<file path="config.mk">
export PLATFORM = sky130hd
export DESIGN_NAME = ccd_cache_timers
export DESIGN_NICKNAME = d
export VERILOG_FILES = /design/src/ccd_pkg.sv /design/src/ccd_idle_counter.sv /design/src/ccd_cache_timers.sv
export SDC_FILE = /design/constraint.sdc
export NUM_CORES = 1
export LEC_CHECK = 0
export BUFFER_PORTS_ARGS = -buffer_cell sky130_fd_sc_hd__buf_2
export CORE_ASPECT_RATIO = 2
export CORE_MARGIN = 3
export CORE_UTILIZATION = 30
export CTS_CLUSTER_DIAMETER = 40
export CTS_CLUSTER_SIZE = 10
export DETAILED_ROUTE_END_ITERATION = 10
export MAX_ROUTING_LAYER = met4
export SYNTH_ARGS = -nofsm -noshare
export SYNTH_HDL_FRONTEND = slang
export SYNTH_SLANG_ARGS = --single-unit
</file>
<file path="constraint.sdc">
create_clock -name ref_clk -period 3.1 [get_ports ref_clk]
set_input_delay 0.155 -clock ref_clk [delete_from_list [all_inputs] [get_ports ref_clk]]
set_output_delay 0.155 -clock ref_clk [all_outputs]
set_load 0.02 [all_outputs]
</file>
<file path="src/ccd_pkg.sv">
package ccd_pkg;

  // ****************************************************************
  // Register map of the memory-mapped control window
  // ****************************************************************
  localparam logic [7:0]  WIN_XFR_LIMIT_OFS   = 8'h52;
  localparam logic [7:0]  WIN_LOWER_LIMIT_OFS = 8'h54;
  localparam logic [7:0]  WIN_UPPER_LIMIT_OFS = 8'h56;
  // Alias location in configuration space
  localparam logic [7:0]  CFG_XFR_LIMIT_OFS   = 8'hea;

  // ****************************************************************
  // Field widths and reset values
  // ****************************************************************
  localparam int          XFR_W               = 8;
  localparam int          CLK_W               = 12;
  localparam logic [7:0]  XFR_LIMIT_RST       = 8'h08;
  localparam logic [11:0] LOWER_LIMIT_RST     = 12'h07f;
  localparam logic [11:0] UPPER_LIMIT_RST     = 12'h1c0;

  // ****************************************************************
  // Completion caching policy encodings
  // ****************************************************************
  typedef enum logic [1:0] {
    CCD_POL_NONE  = 2'b00,
    CCD_POL_LIGHT = 2'b01,
    CCD_POL_FULL  = 2'b10,
    CCD_POL_RSVD  = 2'b11
  } ccd_policy_t;

  // ****************************************************************
  // Carriers
  // ****************************************************************
  typedef struct packed {
    logic        wr;
    logic        rd;
    logic [7:0]  addr;
    logic [1:0]  byteEn;
    logic [15:0] wdata;
  } ccd_reg_req_t;

  typedef struct packed {
    logic        ack;
    logic [15:0] rdata;
  } ccd_reg_rsp_t;

  typedef struct packed {
    logic        cycleStart;
    logic        readHit;
    logic        xferDone;
    logic        retryTerm;
  } ccd_pci_evt_t;

endpackage : ccd_pkg

</file>
<file path="src/ccd_idle_counter.sv">
module ccd_idle_counter
  import ccd_pkg::*;
#(
  parameter int W = 8
) (
  // Clock and reset
  input  wire logic         clk,
  input  wire logic         rstN,
  // Control
  input  wire logic         clear,
  input  wire logic         inc,
  // Count
  output logic [W-1:0]      count
);

  typedef struct packed {
    logic [W-1:0] cnt;
  } ccd_cnt_state_t;

  ccd_cnt_state_t state_r;
  ccd_cnt_state_t state_nxt;

  // Saturates so a long idle never wraps back under a limit
  always_comb begin
    state_nxt = state_r;
    if (clear) begin
      state_nxt.cnt = '0;
    end else if (inc && (state_r.cnt != {W{1'b1}})) begin
      state_nxt.cnt = state_r.cnt + {{(W-1){1'b0}}, 1'b1};
    end
  end

  always_ff @(posedge clk or negedge rstN) begin
    if (!rstN) begin
      state_r <= '0;
    end else begin
      state_r <= state_nxt;
    end
  end

  assign count = state_r.cnt;

endmodule : ccd_idle_counter

</file>
<file path="src/ccd_cache_timers.sv">
module ccd_cache_timers
  import ccd_pkg::*;
(
  // Clock and reset
  input  wire logic         ref_clk,
  input  wire logic         nrst,
  input  wire logic         linkResetN,
  input  wire logic         global_reset_in,
  // Memory window register port
  input  wire ccd_reg_req_t winReq,
  output ccd_reg_rsp_t      winRsp,
  // Configuration space register port
  input  wire ccd_reg_req_t cfgReq,
  output ccd_reg_rsp_t      cfgRsp,
  // Completion buffer events
  input  wire ccd_pci_evt_t pciEvt,
  input  wire logic [1:0]   completion_caching_policy,
  // Cache status
  output logic              cacheValid,
  output logic              cacheDiscard
);

  // ****************************************************************
  // Reset release
  // ****************************************************************
  logic [1:0] rstSync_r;

  always_ff @(posedge ref_clk or negedge nrst) begin
    if (!nrst) begin
      rstSync_r <= 2'b00;
    end else begin
      rstSync_r <= {rstSync_r[0], 1'b1};
    end
  end

  logic rstN;
  assign rstN = rstSync_r[1];

  // ****************************************************************
  // State
  // ****************************************************************
  typedef struct packed {
    logic [XFR_W-1:0] xferLimit;
    logic [CLK_W-1:0] lowerLimit;
    logic [CLK_W-1:0] upperLimit;
    logic             cached;
    logic             discard;
    ccd_reg_rsp_t     winRsp;
    ccd_reg_rsp_t     cfgRsp;
  } ccd_state_t;

  ccd_state_t state_r;
  ccd_state_t state_nxt;

  // ****************************************************************
  // Idle counters
  // ****************************************************************
  logic [XFR_W-1:0] startIdle;
  logic [CLK_W-1:0] clkIdle;
  logic             idleClear;

  // Counting only runs while something is cached
  assign idleClear = !state_r.cached || pciEvt.readHit;

  ccd_idle_counter #(.W(XFR_W)) startCnt (
    .clk   (ref_clk),
    .rstN  (rstN),
    .clear (idleClear),
    .inc   (pciEvt.cycleStart),
    .count (startIdle)
  );

  ccd_idle_counter #(.W(CLK_W)) clkCnt (
    .clk   (ref_clk),
    .rstN  (rstN),
    .clear (idleClear),
    .inc   (1'b1),
    .count (clkIdle)
  );

  // ****************************************************************
  // Discard decision
  // ****************************************************************
  logic missCheckOpen;
  logic missLimitHit;
  logic upperHit;
  logic keepLeftover;

  assign missCheckOpen = clkIdle >= state_r.lowerLimit;
  assign missLimitHit  = missCheckOpen && (startIdle >= state_r.xferLimit);
  assign upperHit      = clkIdle >= state_r.upperLimit;

  always_comb begin
    unique case (ccd_policy_t'(completion_caching_policy))
      CCD_POL_LIGHT: keepLeftover = pciEvt.retryTerm;
      CCD_POL_FULL:  keepLeftover = 1'b1;
      CCD_POL_NONE:  keepLeftover = 1'b0;
      CCD_POL_RSVD:  keepLeftover = 1'b0;
    endcase
  end

  // ****************************************************************
  // Next state
  // ****************************************************************
  always_comb begin
    state_nxt         = state_r;
    state_nxt.discard = 1'b0;
    state_nxt.winRsp  = '0;
    state_nxt.cfgRsp  = '0;

    // Cache lifetime; a new load beats an expiry in the same cycle
    if (pciEvt.xferDone) begin
      state_nxt.cached  = keepLeftover;
      state_nxt.discard = !keepLeftover;
    end else if (state_r.cached && !pciEvt.readHit && (upperHit || missLimitHit)) begin
      state_nxt.cached  = 1'b0;
      state_nxt.discard = 1'b1;
    end

    // Memory window writes; upper bits are never stored
    if (winReq.wr) begin
      unique case (winReq.addr)
        WIN_XFR_LIMIT_OFS: begin
          if (winReq.byteEn[0]) begin
            state_nxt.xferLimit = winReq.wdata[7:0];
          end
        end
        WIN_LOWER_LIMIT_OFS: begin
          if (winReq.byteEn[0]) begin
            state_nxt.lowerLimit[7:0] = winReq.wdata[7:0];
          end
          if (winReq.byteEn[1]) begin
            state_nxt.lowerLimit[11:8] = winReq.wdata[11:8];
          end
        end
        WIN_UPPER_LIMIT_OFS: begin
          if (winReq.byteEn[0]) begin
            state_nxt.upperLimit[7:0] = winReq.wdata[7:0];
          end
          if (winReq.byteEn[1]) begin
            state_nxt.upperLimit[11:8] = winReq.wdata[11:8];
          end
        end
        default: begin
        end
      endcase
    end

    // Config alias shares storage; it wins over a window write on a collision
    if (cfgReq.wr && (cfgReq.addr == CFG_XFR_LIMIT_OFS) && cfgReq.byteEn[0]) begin
      state_nxt.xferLimit = cfgReq.wdata[7:0];
    end

    // Reads answer one cycle later; unmapped reads return zero
    if (winReq.rd) begin
      state_nxt.winRsp.ack = 1'b1;
      unique case (winReq.addr)
        WIN_XFR_LIMIT_OFS:   state_nxt.winRsp.rdata = {8'h00, state_r.xferLimit};
        WIN_LOWER_LIMIT_OFS: state_nxt.winRsp.rdata = {4'h0, state_r.lowerLimit};
        WIN_UPPER_LIMIT_OFS: state_nxt.winRsp.rdata = {4'h0, state_r.upperLimit};
        default:             state_nxt.winRsp.rdata = 16'h0000;
      endcase
    end
    if (cfgReq.rd) begin
      state_nxt.cfgRsp.ack = 1'b1;
      if (cfgReq.addr == CFG_XFR_LIMIT_OFS) begin
        state_nxt.cfgRsp.rdata = {8'h00, state_r.xferLimit};
      end
    end

    // Link or global reset restores defaults and drops the cache
    if (!linkResetN || global_reset_in) begin
      state_nxt.xferLimit  = XFR_LIMIT_RST;
      state_nxt.lowerLimit = LOWER_LIMIT_RST;
      state_nxt.upperLimit = UPPER_LIMIT_RST;
      state_nxt.cached     = 1'b0;
      state_nxt.discard    = 1'b0;
    end
  end

  // ****************************************************************
  // Registers
  // ****************************************************************
  always_ff @(posedge ref_clk or negedge rstN) begin
    if (!rstN) begin
      state_r            <= '0;
      state_r.xferLimit  <= XFR_LIMIT_RST;
      state_r.lowerLimit <= LOWER_LIMIT_RST;
      state_r.upperLimit <= UPPER_LIMIT_RST;
    end else begin
      state_r <= state_nxt;
    end
  end

  assign winRsp       = state_r.winRsp;
  assign cfgRsp       = state_r.cfgRsp;
  assign cacheValid   = state_r.cached;
  assign cacheDiscard = state_r.discard;

endmodule : ccd_cache_timers

</file>
# Yosys cells after proc, flatten, opt, wreduce, memory -nomap -nowiden
# Cells that the tools add are included.
[word_totals]
register_bits = 90
output_inout_bits = 36
elab_cells = 78
[op_classes]
add_sub_neg = 2
n_lt_le_gt_ge = 3
n_eq_ne = 9
muxes = 19
n_reduce_logical = 31
[op_table]
columns = ["operator", "n"]
rows = [
  ["$mux 12", 4],
  ["$mux 8", 6],
  ["$pmux 12 s3", 1],
  ["$mux 17", 2],
  ["$mux 34", 1],
  ["$mux 32", 1],
  ["$eq 8x7->1 const B", 3],
  ["$ge 12x12->1", 2],
  ["$reduce_and 3->1", 5],
  ["$reduce_bool 2->1", 7],
  ["$add 12x1->12 const B", 1],
  ["$ne 12x12->1 const B", 1],
  ["$reduce_bool 3->1", 4],
  ["$add 8x1->8 const B", 1],
  ["$eq 8x8->1 const B", 1],
  ["$ge 8x8->1", 1],
  ["$ne 8x8->1 const B", 1],
  ["$logic_and 1x1->1", 6],
  ["$eq 2x2->1 const B", 2],
  ["$logic_not 1->1", 4],
  ["$mux 2", 2],
  ["$mux 4", 1],
  ["$logic_or 1x1->1", 3],
  ["$pmux 1 s3", 1],
  ["other kinds (3)", 3],
]

# Logic depth before layout (Yosys ltp)
[logic_depth]
depth_word = 7
mapped_depth = 8
mapped_depth_nobuf = 8

# By module
# A second synthesis with hierarchy kept.
[unflattened]
cells_unflattened = 489
area_unflattened_um2 = 4773.3
[by_module_without_submodules]
columns = ["mod", "instances", "cells_each", "area_each_um2", "seq_area_each_um2"]
rows = [
  ["ccd_cache_timers", 1, 370, 3594.7, 1465.2],
  ["ccd_idle_counter at clkCnt", 1, 70, 714.4, 300.3],
  ["ccd_idle_counter at startCnt", 1, 49, 464.2, 200.2],
]

# Least setup slack after synthesis
# Ideal clock, no wire load.
[synth_path]
path_type = "reg2reg"
from = "register state_r[50] in the netlist's numbering"
to = "register state_r, in the netlist cacheDiscard"
setup_time_ps = 142
arrival_ps = 1835
required_ps = 2958
setup_slack_ps = 1124
path_stages_with_launch = 9
synth_period_minus_slack_ps = 1976
path_cell_list = "dfstp_2 inv_1 ha_1 a21oi_1 o21ai_0 a221oi_1 o31ai_1 a221oi_1 o32ai_1"
[synth_lines]
columns = ["element", "line", "source"]
rows = [
  ["start, declared", "ccd_cache_timers.sv:52", "ccd_state_t state_r;"],
  ["start signal, assigned", "ccd_cache_timers.sv:191", "state_r <= state_nxt;"],
]

==> results.cfg <==
[clock_tree]
path_clk_slew_ns = 0.06
cts_buffer_depth = 2
htree_num_levels = 3
cts_root_buf = clkbuf_16
cts.sink_count = 78
cts_tree = built
clk_latency_ns = 0.33
cts_buffers = 9
cts_resized = 0

[routing]
vias_per_cell = 4.76
routed_wl_microns = 10900
ant_nets = 0
post_drt_wl_per_cell_microns = 15.1
via_count = 3434
dr.pass1.iters = 4
drc = 0
drtIter0Drc = 118

[floorplanning]
fp.dieH_microns = 180
die_w_microns = 92.8
rows = 62
start_util_pct = 31.0
core_area_sq_um = 14600
die_area_sq_um = 16700
io_pins = 102

[worst_setup_path]
crit_start = state_r[50]
reg2reg_depth = 8
cp_max_fo = 3
ff2ff_setup_slack_ns = 0.71
cp-start-kind = register
endpoint = cacheDiscard
crit_type = register to register
cp-end-kind = register
r2r-start = state_r[50]
crit_arrival_ns = 2.58
reg2reg_to = cacheDiscard
required_ns = 3.29

[layout]
syn_to_final_growth_pct = 14.7
fin_nets = 625
diodes = 0
fill_cells = 1513
layout_commonest_cell = buf_2
finalNonFillerCells = 722
drive_gt1_share_pct = 24.2
layout.cell_area.non_filler_sq_um = 5190
final_cell_mix = buf_2, dfrtp_1, nor2_1
final_core_util_pct = 35.6

[timing]
final-setup-viol-count = 0
fin_crit_sh_pct = 77.0
period_needed_ns = 2.39
fin_tns_setup_ns = 0
tightest_slew_ns = 0.858
hold_viol = 0
relSlewSlack_pct = 42.8
rsz0062_at_grt = false
worst_clock_skew_ns = 0.00944
maxSlewViolCount = 0
max_freq_mhz = 419

[synth]
ys_types = 52
synth-seq-area-share_pct = 43.5
async_reset_ff_share_pct = 100
ys_warn_count = 0
avgSynthCellArea_sq_um = 9.58
syn_area_sq_um = 4520
synth-main-ff-cell = dfrtp_1
ys_seq_elements = 78
synthCells = 472
synth-edff-count = 0

[power_and_ir_drop]
powerDensity_nw_per_um2 = 450
ir_worst_vdd_uv = 249
leakagePower_nw = 2.49

[grt]
first_global_vias = 3522
grt_antenna_before_repair = 0
grt_pass1_wl_microns = 17400
track_usage_pct = 13.7
overflow = 0
grt_max_degree = 35

[placement]
hpwl_microns = 8830
placed_area_sq_um = 4860
portBuffers = 76
place.gp.congestion = 0.812
dp_cells = 704

[hold_path]
hp-class = input pin to register

[run_status]
outcome = complete, no violations

[flow_run]
cap_violations = 0
-- cells in the mapped netlist, types with 4 or more instances --
| library cell | number | area (sq um) |
|---|---|---|
| a22oi_1 | 8 | 60.1 |
| o21ai_0 | 22 | 110 |
| a211oi_1 | 5 | 37.5 |
| clkbuf_1 | 8 | 30.0 |
| and3_2 | 8 | 60.1 |
| nand2_1 | 33 | 124 |
| a21oi_1 | 20 | 100 |
| nor3_1 | 6 | 30.0 |
| o31ai_1 | 6 | 45.0 |
| mux2i_1 | 21 | 210 |
| ha_1 | 34 | 425 |
| buf_4 | 35 | 263 |
| nor2b_1 | 7 | 43.8 |
| xor2_1 | 8 | 70.1 |
| nand4_1 | 4 | 25.0 |
| nand3_1 | 21 | 105 |
| dfstp_2 | 11 | 289 |
| inv_1 | 33 | 124 |
| nor2_1 | 63 | 236 |
| xnor2_1 | 6 | 52.6 |
| buf_2 | 4 | 20.0 |
| dfrtp_1 | 67 | 1680 |
-- per-layer routing --
| metal | vias to the layer above | part of all wire (%) | track usage, % |
|---|---|---|---|
| met5 | - | 0 | - |
| met4 | 0 | 5.2 | 8.40 |
| met3 | 27 | 4.0 | 2.43 |
| met2 | 92 | 57 | 25.8 |
| met1 | 1647 | 34 | 12.3 |
| li1 | 1668 | - | - |
-- report_power, final --
| part | total (mW) | switching (mW) | leakage (nW) | internal (mW) |
|---|---|---|---|---|
| Combinational | 0.198 | 0.127 | 1.31 | 0.0708 |
| Sequential | 1.07 | 0.0222 | 1.03 | 1.04 |
| Clock | 1.07 | 0.421 | 0.141 | 0.649 |
| Total | 2.33 | 0.570 | 2.49 | 1.76 |
-- how the worst min path moves through the flow --
stage                          start      endpoint  slack, ns  cells past startpoint
final                     cfgReq[26]    cfgRsp[16]       0.03                      1
after global routing      cfgReq[26]    cfgRsp[16]       0.02                      1
after CTS                 cfgReq[26]    cfgRsp[16]       0.02                      1
after detailed placement        nrst  rstSync_r[0]      -0.06                      1
after global placement          nrst  rstSync_r[0]      -0.06                      1
after floorplan                 nrst  rstSync_r[0]      -0.14                      0
-- area by class of cell --
type / count / area [sq um] / area share, %
multi-input combinational: 321 / 2120 / 40.8
sequential: 78 / 1970 / 37.9
timing repair buffer: 82 / 430 / 8.30
tap: 192 / 240 / 4.63
clock buffer: 10 / 239 / 4.61
inverter: 33 / 124 / 2.39
clock inverter: 6 / 70.1 / 1.35
-- what timing repair did --
item / in CTS / in global routing
hold buffers: 2 / 0
endpoints found under the hold margin: 3 / 0
endpoints found under the setup margin: 0 / 0
setup buffers: 0 / 0
-- logic make-up (layout without fill, tap and decap cells) --
| family | Yosys count | in the layout | share of synthesized area (%) |
|---|---|---|---|
| muxes | 22 | 22 | 4.90 |
| xor gates and xnor gates | 14 | 14 | 2.71 |
| and+or+nand+nor | 160 | 160 | 17.2 |
| adders and majority gates | 34 | 34 | 9.41 |
| buffers and inverters | 84 | 131 | 10.7 |
| AOI/OAI and AO/OA | 78 | 78 | 11.5 |
| other | 2 | 13 | 0.166 |
| DFF | 78 | 78 | 43.5 |
-- worst max-delay path, cell delays in order, from the launching register on --
cell	delay, ns
dfstp_2	0.54
inv_1	0.05
ha_1	0.31
a21oi_1	0.15
o21ai_0	0.13
a221oi_1	0.31
o31ai_1	0.12
a221oi_1	0.48
o32ai_1	0.17
-- through the flow --
| stage | power (mW) | hold slack (ns) | setup WS [ns] |
|---|---|---|---|
| after floorplan | 1.21 | -0.141 | 0.786 |
| after global placement | 1.28 | -0.0597 | 0.749 |
| after detailed placement | 1.28 | -0.0563 | 0.726 |
| after CTS | 2.36 | 0.0239 | 0.703 |
| after global routing | 2.43 | 0.0230 | 0.622 |
| final | 2.33 | 0.0309 | 0.712 |
-- registers in the layout, summed over array words and instances (netlist names) --
name / count
rstSync_r: 2
cacheDiscard: 1
winRsp: 13
startCnt.count: 8
cacheValid: 1
cfgRsp: 9
state_r: 32
clkCnt.count: 12
No activity file was read; power rests on OpenSTA's default activity.
